$ cat src/common/bald_defines.svh
// Timing counts, widths and reset values of the byte datapath
`ifndef BALD_DEFINES_SVH
`define BALD_DEFINES_SVH
`define BALD_CLK_PERIOD_NS 25
`define BALD_OSC_PER_MCYC 12
`define BALD_MCYC_NS (`BALD_OSC_PER_MCYC * `BALD_CLK_PERIOD_NS)
`define BALD_PH_W 4
`define BALD_PH_LAST 4'hB
`define BALD_MC_SHORT 2'h1
`define BALD_MC_LONG 2'h2
`define BALD_LEN_ONE 2'h1
`define BALD_LEN_TWO 2'h2
`define BALD_LEN_THREE 2'h3
`define BALD_ACC_RST 8'h00
`define BALD_CY_BIT 8
`define BALD_AC_BIT 4
`define BALD_SIGN_BIT 7
`endif

$ cat src/common/bald_pkg.sv
// Types shared by the byte datapath and its decoder
package bald_pkg;
   typedef enum logic [2:0] {
      BALD_OP_ADD = 3'h0,
      BALD_OP_SUM_WITH_CARRY = 3'h1,
      BALD_OP_MINUS_WITH_BORROW = 3'h2,
      BALD_OP_AND = 3'h3,
      BALD_OP_OR = 3'h4,
      BALD_OP_XOR = 3'h5
   } bald_op_e;
   typedef enum logic [1:0] {
      BALD_SRC_BANK_REG = 2'h0,
      BALD_SRC_DIRECT = 2'h1,
      BALD_SRC_INDIRECT = 2'h2,
      BALD_SRC_IMM = 2'h3
   } bald_src_e;
   typedef enum logic [1:0] {
      BALD_DST_ACC = 2'h0,
      BALD_DST_DIR_ACC = 2'h1,
      BALD_DST_DIR_IMM = 2'h2
   } bald_dst_e;
   typedef enum logic {
      BALD_ST_IDLE = 1'b0,
      BALD_ST_EXEC = 1'b1
   } bald_state_e;
   typedef struct packed {
      bald_op_e op;
      bald_src_e src;
      bald_dst_e dst;
      logic [7:0] operand;
      logic [7:0] imm;
      logic [7:0] dir_addr;
      logic [7:0] dir_val;
   } bald_req_s;
   typedef struct packed {
      logic cy;
      logic ac;
      logic ov;
   } bald_flags_s;
   typedef struct packed {
      logic en;
      logic [7:0] addr;
      logic [7:0] data;
   } bald_wb_s;
endpackage

$ cat src/hw/bald_datapath.sv
// Byte arithmetic and logic datapath with accumulator and flags
//
// How it works
// - Add of a register, direct, indirect or immediate byte: one cycle.
// - Add with carry adds source plus carry flag in one machine cycle.
// - Subtract with borrow takes source and carry from the accumulator.
// - AND into the accumulator from any source takes one machine cycle.
// - AND of immediate into a direct byte: 3 bytes, 2 machine cycles.
// - AND of accumulator into a direct byte: 2 bytes, 1 machine cycle.
// - OR into the accumulator from any source takes one machine cycle.
// - OR of immediate into a direct byte: 3 bytes, 2 machine cycles.
// - OR of accumulator into a direct byte: 2 bytes, 1 machine cycle.
`include "bald_defines.svh"
module bald_datapath (
   input wire logic mclk_i,
   input wire logic nrst_i,
   input wire logic req_valid_i,
   input wire bald_pkg::bald_req_s req_i,
   output logic ready_o,
   output logic done_o,
   output logic [1:0] len_o,
   output logic [7:0] acc_o,
   output bald_pkg::bald_flags_s flags_o,
   output bald_pkg::bald_wb_s wb_o
);
   // Sequencer, latched request and architectural state
   bald_pkg::bald_state_e state_r;
   bald_pkg::bald_state_e state_nxt;
   bald_pkg::bald_req_s req_r;
   logic [`BALD_PH_W-1:0] phase_r;
   logic [`BALD_PH_W-1:0] phase_nxt;
   logic [1:0] mc_left_r;
   logic [1:0] mc_left_nxt;
   logic [7:0] acc_r;
   logic [7:0] acc_nxt;
   bald_pkg::bald_flags_s flags_r;
   bald_pkg::bald_flags_s flags_nxt;
   bald_pkg::bald_wb_s wb_r;
   bald_pkg::bald_wb_s wb_nxt;
   logic done_r;
   logic [1:0] len_r;
   logic [1:0] len_nxt;

   // Request hand-off and end of the last machine cycle
   // Nothing is queued: a request seen while busy is simply ignored, so
   // the decoder must keep it up until ready has been seen high
   wire take = (state_r == bald_pkg::BALD_ST_IDLE) && req_valid_i;
   wire mc_end = (phase_r == `BALD_PH_LAST);
   wire finish = (state_r == bald_pkg::BALD_ST_EXEC) && mc_end
                 && (mc_left_r == `BALD_MC_SHORT);

   // Instruction length and duration from operand form
   // Worked out from the live request, since both are latched at the take;
   // a direct destination sets the length whatever the source is
   wire src_long = (req_i.src == bald_pkg::BALD_SRC_DIRECT) ||
                   (req_i.src == bald_pkg::BALD_SRC_IMM);
   wire dst_imm = (req_i.dst == bald_pkg::BALD_DST_DIR_IMM);
   wire dst_dacc = (req_i.dst == bald_pkg::BALD_DST_DIR_ACC);
   wire [1:0] len_req = dst_imm ? `BALD_LEN_THREE :
                        dst_dacc ? `BALD_LEN_TWO :
                        src_long ? `BALD_LEN_TWO :
                        `BALD_LEN_ONE;
   wire [1:0] mc_req = dst_imm ? `BALD_MC_LONG :
                       `BALD_MC_SHORT;

   // Operand selection; a direct destination reads its old byte first
   // The decoder hands over that old byte with the request, so this block
   // never reads memory itself; the new byte leaves on the write-back port
   wire to_dir = (req_r.dst != bald_pkg::BALD_DST_ACC);
   wire [7:0] op_a = to_dir ? req_r.dir_val : acc_r;
   wire [7:0] op_b = (req_r.dst == bald_pkg::BALD_DST_DIR_IMM) ? req_r.imm :
                     (req_r.dst == bald_pkg::BALD_DST_DIR_ACC) ? acc_r :
                     req_r.operand;
   wire use_cy = (req_r.op == bald_pkg::BALD_OP_SUM_WITH_CARRY) ||
                 (req_r.op == bald_pkg::BALD_OP_MINUS_WITH_BORROW);
   wire cin = use_cy & flags_r.cy;

   // Nine-bit sum and difference; bit 8 is carry or borrow
   // Carry-in is forced low for plain add and for the logic forms
   wire [8:0] sum9 = {1'b0, op_a} + {1'b0, op_b} + {8'h00, cin};
   wire [4:0] sum_lo = {1'b0, op_a[3:0]} + {1'b0, op_b[3:0]} +
                       {4'h0, cin};
   wire [8:0] dif9 = {1'b0, op_a} - {1'b0, op_b} - {8'h00, cin};
   wire [4:0] dif_lo = {1'b0, op_a[3:0]} - {1'b0, op_b[3:0]} -
                       {4'h0, cin};
   wire is_sub = (req_r.op == bald_pkg::BALD_OP_MINUS_WITH_BORROW);
   wire is_arith = (req_r.op == bald_pkg::BALD_OP_ADD) || use_cy;

   // Overflow: sign of result disagrees with what the operand signs imply
   // Carry-in does not enter the sign test, only the result bit does
   wire sa = op_a[`BALD_SIGN_BIT];
   wire sb = op_b[`BALD_SIGN_BIT];
   wire add_ov = (sa == sb) && (sum9[`BALD_SIGN_BIT] != sa);
   wire sub_ov = (sa != sb) && (dif9[`BALD_SIGN_BIT] != sa);

   // Result mux; logic forms never touch the flags
   logic [7:0] result;
   always_comb begin
      case (req_r.op)
         bald_pkg::BALD_OP_ADD: result = sum9[7:0];
         bald_pkg::BALD_OP_SUM_WITH_CARRY: result = sum9[7:0];
         bald_pkg::BALD_OP_MINUS_WITH_BORROW: result = dif9[7:0];
         bald_pkg::BALD_OP_AND: result = op_a & op_b;
         bald_pkg::BALD_OP_OR: result = op_a | op_b;
         bald_pkg::BALD_OP_XOR: result = op_a ^ op_b;
         default: result = op_a;
      endcase
   end

   // Sequencer: twelve clocks per machine cycle, counted per instruction
   // A two-cycle form just runs the phase counter round twice; the cost is
   // a dead idle clock between instructions, traded for flop-only outputs
   always_comb begin
      state_nxt = state_r;
      phase_nxt = phase_r;
      mc_left_nxt = mc_left_r;
      case (state_r)
         bald_pkg::BALD_ST_IDLE: begin
            phase_nxt = '0;
            if (take) begin
               state_nxt = bald_pkg::BALD_ST_EXEC;
               mc_left_nxt = mc_req;
            end
         end
         bald_pkg::BALD_ST_EXEC: begin
            phase_nxt = mc_end ? '0 : phase_r + `BALD_PH_W'(1);
            if (mc_end) begin
               mc_left_nxt = mc_left_r - 2'h1;
            end
            if (finish) begin
               state_nxt = bald_pkg::BALD_ST_IDLE;
            end
         end
         default: begin
            state_nxt = bald_pkg::BALD_ST_IDLE;
            phase_nxt = '0;
         end
      endcase
   end

   // Commit at the close of the last machine cycle
   // Arithmetic aimed at a direct byte still writes back but leaves the
   // flags alone, as the flags belong to accumulator results only
   always_comb begin
      acc_nxt = acc_r;
      flags_nxt = flags_r;
      wb_nxt = '0;
      len_nxt = take ? len_req : len_r;
      if (finish) begin
         if (to_dir) begin
            wb_nxt.en = 1'b1;
            wb_nxt.addr = req_r.dir_addr;
            wb_nxt.data = result;
         end else begin
            acc_nxt = result;
         end
         if (is_arith && !to_dir) begin
            flags_nxt.cy = is_sub ? dif9[`BALD_CY_BIT] : sum9[`BALD_CY_BIT];
            flags_nxt.ac = is_sub ? dif_lo[`BALD_AC_BIT]
                           : sum_lo[`BALD_AC_BIT];
            flags_nxt.ov = is_sub ? sub_ov : add_ov;
         end
      end
   end

   // State and datapath registers
   // The request is latched at the take so the decoder may move on at once
   always_ff @(posedge mclk_i or negedge nrst_i) begin
      if (!nrst_i) begin
         state_r <= bald_pkg::BALD_ST_IDLE;
         phase_r <= '0;
         mc_left_r <= '0;
         req_r <= '0;
         len_r <= '0;
      end else begin
         state_r <= state_nxt;
         phase_r <= phase_nxt;
         mc_left_r <= mc_left_nxt;
         len_r <= len_nxt;
         if (take) begin
            req_r <= req_i;   // Held so operands may change during execution
         end
      end
   end

   // Architectural state and output strobes
   // Accumulator and flags only move on a commit; nothing else writes them
   always_ff @(posedge mclk_i or negedge nrst_i) begin
      if (!nrst_i) begin
         acc_r <= `BALD_ACC_RST;
         flags_r <= '0;
         wb_r <= '0;
         done_r <= 1'b0;
      end else begin
         acc_r <= acc_nxt;
         flags_r <= flags_nxt;
         wb_r <= wb_nxt;
         done_r <= finish;
      end
   end

   // Ready is a flop: high whenever the sequencer will take a request
   // Reset leaves the block idle, so ready leaves reset already high
   logic ready_r;
   always_ff @(posedge mclk_i or negedge nrst_i) begin
      if (!nrst_i) begin
         ready_r <= 1'b1;
      end else begin
         ready_r <= (state_nxt == bald_pkg::BALD_ST_IDLE);
      end
   end

   // Every output comes straight from a flop
   assign ready_o = ready_r;
   assign done_o = done_r;
   assign len_o = len_r;
   assign acc_o = acc_r;
   assign flags_o = flags_r;
   assign wb_o = wb_r;
endmodule

$ cat config.mk
export PLATFORM = sky130hd
export DESIGN_NAME = bald_datapath
export DESIGN_NICKNAME = d
export VERILOG_FILES = /design/src/common/bald_pkg.sv /design/src/hw/bald_datapath.sv
export VERILOG_INCLUDE_DIRS = /design/src /design/src/common
export SDC_FILE = /design/constraint.sdc
export NUM_CORES = 1
export LEC_CHECK = 0
export BUFFER_PORTS_ARGS = -buffer_cell sky130_fd_sc_hd__buf_2
export CORE_MARGIN = 4
export CORE_UTILIZATION = 35
export CTS_BUF_LIST = sky130_fd_sc_hd__clkbuf_2
export CTS_CLUSTER_SIZE = 40
export DETAILED_ROUTE_END_ITERATION = 10
export GPL_ROUTABILITY_DRIVEN = 1
export HOLD_SLACK_MARGIN = 0.02
export MAX_ROUTING_LAYER = met4
export PLACE_DENSITY = 0.52
export SETUP_SLACK_MARGIN = 0.15
export SYNTH_ARGS = -nofsm -noshare
export SYNTH_HDL_FRONTEND = slang
export SYNTH_SLANG_ARGS = --single-unit
$ cat constraint.sdc
create_clock -name mclk_i -period 3.4 [get_ports mclk_i]
set_clock_uncertainty 0.2 [all_clocks]
set_input_delay 0.68 -clock mclk_i [delete_from_list [all_inputs] [get_ports mclk_i]]
set_output_delay 0.68 -clock mclk_i [all_outputs]
set_load 0.005 [all_outputs]
==> results of run 1 <==
what timing repair did:
item	CTS	global route
pin swaps	6	16
gates resized for setup	17	42
buffers inserted	5	6
hold endpoints to repair	8	0
cloned	0	0
endpoints found under the setup margin	12	12
hold buffers	1	0
state kept, by name (all words and copies together) (netlist names):
name       cells
acc_o          8
done_o         1
flags_o        3
len_o          2
mc_left_r      2
phase_r        4
ready_o        1
req_r         37
state_r        1
wb_o          17
cell families (layout without fill, tap and decap cells):
group | count (synthesis) | count (layout) | share of synthesized area [%]
AO/OA/AOI/OAI | 93 | 93 | 13.2
XOR/XNOR | 12 | 12 | 2.25
adder cells (fa/ha/maj) | 34 | 34 | 9.73
buffers and inverters | 57 | 177 | 5.05
flip-flops | 76 | 76 | 40.7
multiplexers | 72 | 72 | 18.0
other | 0 | 1 | 0
AND/OR/NAND/NOR | 101 | 101 | 11.1
cell type report:
cell class,count,share of cell area (%)
multi-input cells,312,47.0
flip-flops and latches,76,31.8
repair buffers,127,13.7
well taps,172,3.59
inverters,36,2.30
clock buffers,10,0.835
clock inverters,4,0.710
diodes,1,0.0418
through the flow:
step / util, % / std cells
final: 46.5 / 738
after global routing: 46.5 / 738
after CTS: 44.8 / 731
after detailed placement: 43.0 / 711
after global placement: 43.0 / 711
after floorplan: - / 445
layer usage:
layer  vias up  global-route usage, %
met5         -                      -
met4         0                   4.91
met3        14                   3.27
met2        67                   26.1
met1      1810                   21.7
li1       1787                      -
worst max path at each step:
stage          depth (start not counted)  slack, ns                  start              endpoint
2_1_floorplan                         11       0.12  req_r[32]$_DFFE_PN0P_  acc_o[4]$_DFFE_PN0P_
3_3_place_gp                          12      -0.02  req_r[33]$_DFFE_PN0P_     wb_o[7]$_DFF_PN0_
3_5_place_dp                          14    -0.0004  req_r[33]$_DFFE_PN0P_  acc_o[7]$_DFFE_PN0P_
4_1_cts                               12       0.02  req_r[33]$_DFFE_PN0P_  acc_o[4]$_DFFE_PN0P_
5_1_grt                               13      -0.03  req_r[33]$_DFFE_PN0P_  acc_o[4]$_DFFE_PN0P_
6_report                              13       0.09  req_r[33]$_DFFE_PN0P_  acc_o[4]$_DFFE_PN0P_
critical path: stages (launching register included):
cell	delay [ns]
dfrtp_2	0.48
buf_6	0.13
nor2_4	0.13
buf_12	0.13
mux2i_4	0.25
fa_2	0.23
inv_2	0.04
fa_2	0.34
o21a_4	0.22
nor2_4	0.09
xor2_1	0.15
o21ai_1	0.07
mux4_2	0.48
mux2_4	0.27
layout by cell type (no fill, tap or decap), drive strengths merged, types with 3 or more instances in the layout:
cell,n
buf,126
dfrtp,75
mux2,49
inv,36
o21ai,31
nand2,30
ha,30
nor2,26
mux2i,20
a21oi,20
and2,13
clkbuf,10
o21a,9
xor2,7
nor3,6
o211ai,5
xnor2,5
nand2b,5
nand3,5
fa,4
nor2b,4
o31a,3
mux4,3
o22a,3
and3,3
clkinv,3
==> metrics.md, run 1 <==
| Metric | Value |
|---|---|
| Status | `finished, final reports clean` |
| Number of vias per cell | `4.98` |
| Post-DP Area | `5530 µm²` |
| Register area | `1900 µm²` |
| Synth area leaders | `dfrtp_1 40%, mux2_2 11%, ha_1 8.0%` |
| Dominant synthesized flop cell | `dfrtp_1` |
| Worst-path clk slew | `0.23 ns` |
| Crit path required time | `3.65 ns` |
| Met2 wire len | `5570 µm` |
| Top-count cell post-synth | `dfrtp_1` |
| Worst setup EP type | `flip-flop` |
| Total Die Area | `15300 µm²` |
| Area taken by multi-input logic gates | `2820 µm²` |
| Layout fillers | `1211` |
| Initial antenna violation count | `1` |
| Critical R2R Capture | `acc_o[4]$_DFFE_PN0P_` |
| GRT Util Overall | `16.5%` |
| H-tree depth | `3` |
| Endpoints failing setup | `0` |
| Crit Path Max Fanout | `3` |
| Tightest Pin Transition | `0.954 ns` |
| Fin nets | `638` |
| Area Overhead vs Synth | `28.0%` |
| Internal reg-to-reg setup slack | `0.09 ns` |
| Synth warnings | `0` |
| Hold depth | `2` |
| Met1 wire length | `5590 µm` |
| Post-route cell area | `5990 µm²` |
| Largest net degree at the start of global routing | `77` |
| Crit path time final | `3.31 ns` |
| Total Wirelength | `11800 µm` |
| Worst setup margin | `0.0861 ns` |
| Met3 WL | `482 µm` |
| Hold path start | `req_i[36]` |
| Vias in the first global route | `3703` |
| Deepest clock path buffer count | `2` |
| Post-synth ARST share | `100%` |
| Fmax | `302 MHz` |
| Setup WS pre-CTS | `-0.000422 ns` |
| Die Width | `124 µm` |
| Final Max Slew Viols | `0` |
| Vias | `3678` |
| Drt first pass iters | `4` |
| Distinct cells, synth | `64` |
| Final worst path period share | `97.5%` |
| Worst slew margin | `36.4%` |
| Synth top area share | `40.1%` |
| Syn avg cell area | `10.5 µm²` |
| GRT Residual Overflow | `0` |
| Arr. time, crit path | `3.56 ns` |
| DR top layer | `met4` |
| Max-cap violations | `0` |
| Core Rows | `41` |
| Antenna-violating nets left | `0` |
| Residual DRC | `0` |
| Sink Count | `76` |
| Worst reg2reg startpoint | `req_r[33]$_DFFE_PN0P_` |
| Hold_ws | `0.129 ns` |
| Top post-synthesis cells by count | `75 x dfrtp_1, 46 x mux2_2, 33 x inv_1` |
| Mapped Cells | `445` |
| Synthesized flop and latch total | `76` |
| Vert. Die Dim | `124 µm` |
| Synth Net Count | `521` |
| # IOs | `74` |
| Post-synth EDFFs | `0` |
| Synth area leader | `dfrtp_1` |
| Sink of the worst hold path | `req_r[36]$_DFFE_PN0P_` |
| Sequential share of the synthesized area | `40.7%` |
| Hpwl dp | `8560 µm` |
| Setup crit start kind | `flip-flop` |
| Num CTS Buffers | `9` |
| HP Class | `in -> reg` |
| WS Path Type | `reg -> reg` |
| Layout cells sized above 1 | `44.1%` |
| Port Buffers | `72` |
| Later-pin clock latency in the skew report | `0.58 ns` |
| CTS tree | `done` |
| Hold Violations, Final | `0` |
| Core area | `12900 µm²` |
| Initial Utilization | `36.4%` |
| Syn Std Cell Area | `4680 µm²` |
| DR iter-0 viols | `148` |
| CTS root buffer | `clkbuf_2` |
| RSZ-0062 raised after global routing | `true` |
| Final GP Congestion | `0.860` |
| Setup TNS | `0 ns` |
| R2R cell count | `13` |
| Global-route wire length before repair | `18800 µm` |
| Per-cell routed wire length | `16.0 µm` |
Power of run 1 is left out: the tool's default activity adds up to more than one toggle a clock period on the data nets, which glitch-free logic cannot reach.
==> run 2: changes to the inputs <==
--- a/config.mk
+++ b/config.mk
@@ -16,6 +16,7 @@
 export HOLD_SLACK_MARGIN = 0.02
 export MAX_ROUTING_LAYER = met4
 export PLACE_DENSITY = 0.52
+export REMOVE_ABC_BUFFERS = 1
 export SETUP_SLACK_MARGIN = 0.15
 export SYNTH_ARGS = -nofsm -noshare
 export SYNTH_HDL_FRONTEND = slang
==> metrics.md, run 2 (synthesis results as in run 1) <==
| Metric | Value |
|---|---|
| Worst Setup EP | `acc_o[4]$_DFFE_PN0P_` |
| Util after Layout | `47.5% (+0.97 points)` |
| Worst reg2reg startpoint | `req_r[33]$_DFFE_PN0P_` |
| Commonest non-fill, non-tap cell in the layout | `dfrtp_1` |
| Crit path required time | `3.66 ns (about the same)` |
| Most frequent cells in the layout | `75 x dfrtp_1, 71 x buf_2, 46 x mux2_2, 46 x buf_4, 29 x nand2_1` |
| Worst-path clk slew | `0.22 ns (about the same)` |
| HP Class | `in -> reg` |
| Max reg flops | `37 (unchanged)` |
| GRT Util Overall | `16.8% (+0.22 points)` |
| Vias in the first global route | `3699 (-0.11%)` |
| Sink Count | `76 (unchanged)` |
| Vert. Die Dim | `124 µm (unchanged)` |
| Ant diodes | `0 (-1)` |
| Hpwl dp | `8690 µm (+1.5%)` |
| Layout fillers | `1221 (+0.83%)` |
| Reg with most FFs | `req_r` |
| Internal reg-to-reg setup slack | `0.06 ns (-0.03 ns)` |
| Largest net degree at the start of global routing | `77 (unchanged)` |
| Final Max Slew Viols | `0 (unchanged)` |
| Number of vias per cell | `4.94 (-0.81%)` |
| WS Path Type | `reg -> reg` |
| Die Width | `124 µm (unchanged)` |
| Per-cell routed wire length | `16.2 µm (+0.81%)` |
| Crit path time final | `3.34 ns (+0.0263 ns)` |
| Vias | `3668 (-0.27%)` |
| CP startpoint | `req_r[33]$_DFFE_PN0P_` |
| CTS tree | `done` |
| Setup crit start kind | `flip-flop` |
| Fmax | `299 MHz (-0.79%)` |
| CTS root buffer | `clkbuf_2` |
| Antenna-violating nets left | `0 (unchanged)` |
| RSZ-0062 raised after global routing | `true` |
| Core area | `12900 µm² (unchanged)` |
| Final worst path period share | `98.2% (+0.77 points)` |
| Hold_ws | `0.123 ns (-0.00603 ns)` |
| Worst slew margin | `35.9% (-0.52 points)` |
| Critical R2R Capture | `acc_o[4]$_DFFE_PN0P_` |
| Status | `finished, final reports clean` |
| Total Wirelength | `12000 µm (+1.4%)` |
| Residual DRC | `0 (unchanged)` |
| Drt first pass iters | `6 (+2)` |
| Tightest Pin Transition | `0.962 ns (+0.00788 ns)` |
| Num CTS Buffers | `9 (unchanged)` |
| Total Die Area | `15300 µm² (unchanged)` |
| # IOs | `74 (unchanged)` |
| DR iter-0 viols | `110 (-26%)` |
| Endpoints failing setup | `0 (unchanged)` |
| Initial Utilization | `36.4% (unchanged)` |
| Final GP Congestion | `0.807 (-6.1%)` |
| Max-cap violations | `0 (unchanged)` |
| Area Overhead vs Synth | `30.7%` |
| Deepest clock path buffer count | `2 (unchanged)` |
| Port Buffers | `72 (unchanged)` |
| Arr. time, crit path | `3.60 ns (+0.04 ns)` |
| Fin nets | `641 (+0.47%)` |
| Later-pin clock latency in the skew report | `0.56 ns (-0.02 ns)` |
| Worst setup EP type | `flip-flop` |
| Core Rows | `41 (unchanged)` |
| Layout cells sized above 1 | `44.9% (+0.84 points)` |
| Hold Violations, Final | `0 (unchanged)` |
| GRT Residual Overflow | `0 (unchanged)` |
| Initial antenna violation count | `0 (-1)` |
| R2R cell count | `13 (unchanged)` |
| H-tree depth | `3 (unchanged)` |
| Global-route wire length before repair | `18900 µm (+0.40%)` |
| Crit Path Max Fanout | `6 (+3)` |
==> run 2: cell count changes in the layout (fill, tap and decap cells not counted), sizes merged <==
cell    change
buf         +3
clkbuf      +1
diode       -1
inv         +1
==> run 2: how the worst min path moves through the flow <==
stage,to,cells after the start,from,slack [ns]
after floorplan,acc_o[0]$_DFFE_PN0P_,0,nrst_i,0.18
after detailed placement,wb_o[11]$_DFF_PN0_,1,req_r[11]$_DFFE_PN0P_,0.26
after global routing,req_r[26]$_DFFE_PN0P_,2,req_i[26],0.04
after global placement,phase_r[0]$_DFF_PN0_,1,phase_r[0]$_DFF_PN0_,0.25
final,req_r[25]$_DFFE_PN0P_,2,req_i[25],0.12
after CTS,req_r[25]$_DFFE_PN0P_,2,req_i[25],0.03
==> run 2: cell type report <==
| cell class | instances | area, µm² | area share [%] |
|---|---|---|---|
| Timing Repair Buffer | 130 | 881 | 14.4 |
| Clock inverter | 5 | 51.3 | 0.838 |
| Tap cell | 172 | 215 | 3.52 |
| Multi-Input combinational cell | 312 | 2870 | 47.0 |
| Clock buffer | 11 | 55.1 | 0.900 |
| Sequential cell | 76 | 1900 | 31.1 |
| Inverter | 36 | 140 | 2.29 |
==> run 2: layer usage <==
metal  vias up  routed length, µm  GRT usage, %  share of wire, %
li1       1792                  -             -                 -
met1      1802               5510          21.3                46
met2        58               5860          26.7                49
met3        16                370          3.45               3.1
met4         0                249          5.95               2.1
met5         -                  0             -                 0
==> run 2: timing repair <==
| item | in CTS | in global routing |
|---|---|---|
| hold buffers | 1 | 0 |
| setup endpoints to repair | 12 | 13 |
| resized for setup | 40 | 42 |
| gates cloned | 0 | 0 |
| endpoints found under the hold margin | 36 | 0 |
| pin swaps | 18 | 15 |
| setup buffers | 1 | 5 |
==> run 2: stage by stage <==
stage / area, µm² / setup TNS, ns / cells / setup slack [ns]
final: 6120 / 0 / 742 / 0.0598
after global routing: 6120 / -0.110 / 742 / -0.0610
after CTS: 5900 / 0 / 737 / 0.0581
after detailed placement: 5590 / -0.294 / 719 / -0.0738
after global placement: 5590 / -0.245 / 719 / -0.0699
after floorplan: 4580 / -1.23 / 424 / -0.351
==> run 2: critical path, stage by stage, from the launching register on <==
cell	delay, ns
dfrtp_1	0.43
buf_6	0.15
mux2_2	0.33
o21a_1	0.21
buf_6	0.13
fa_2	0.37
inv_2	0.08
fa_2	0.21
o21a_4	0.15
nor2_4	0.04
xor2_1	0.13
o21ai_1	0.08
mux4_2	0.48
mux2_4	0.27
Power of run 2 is left out for the same reason.
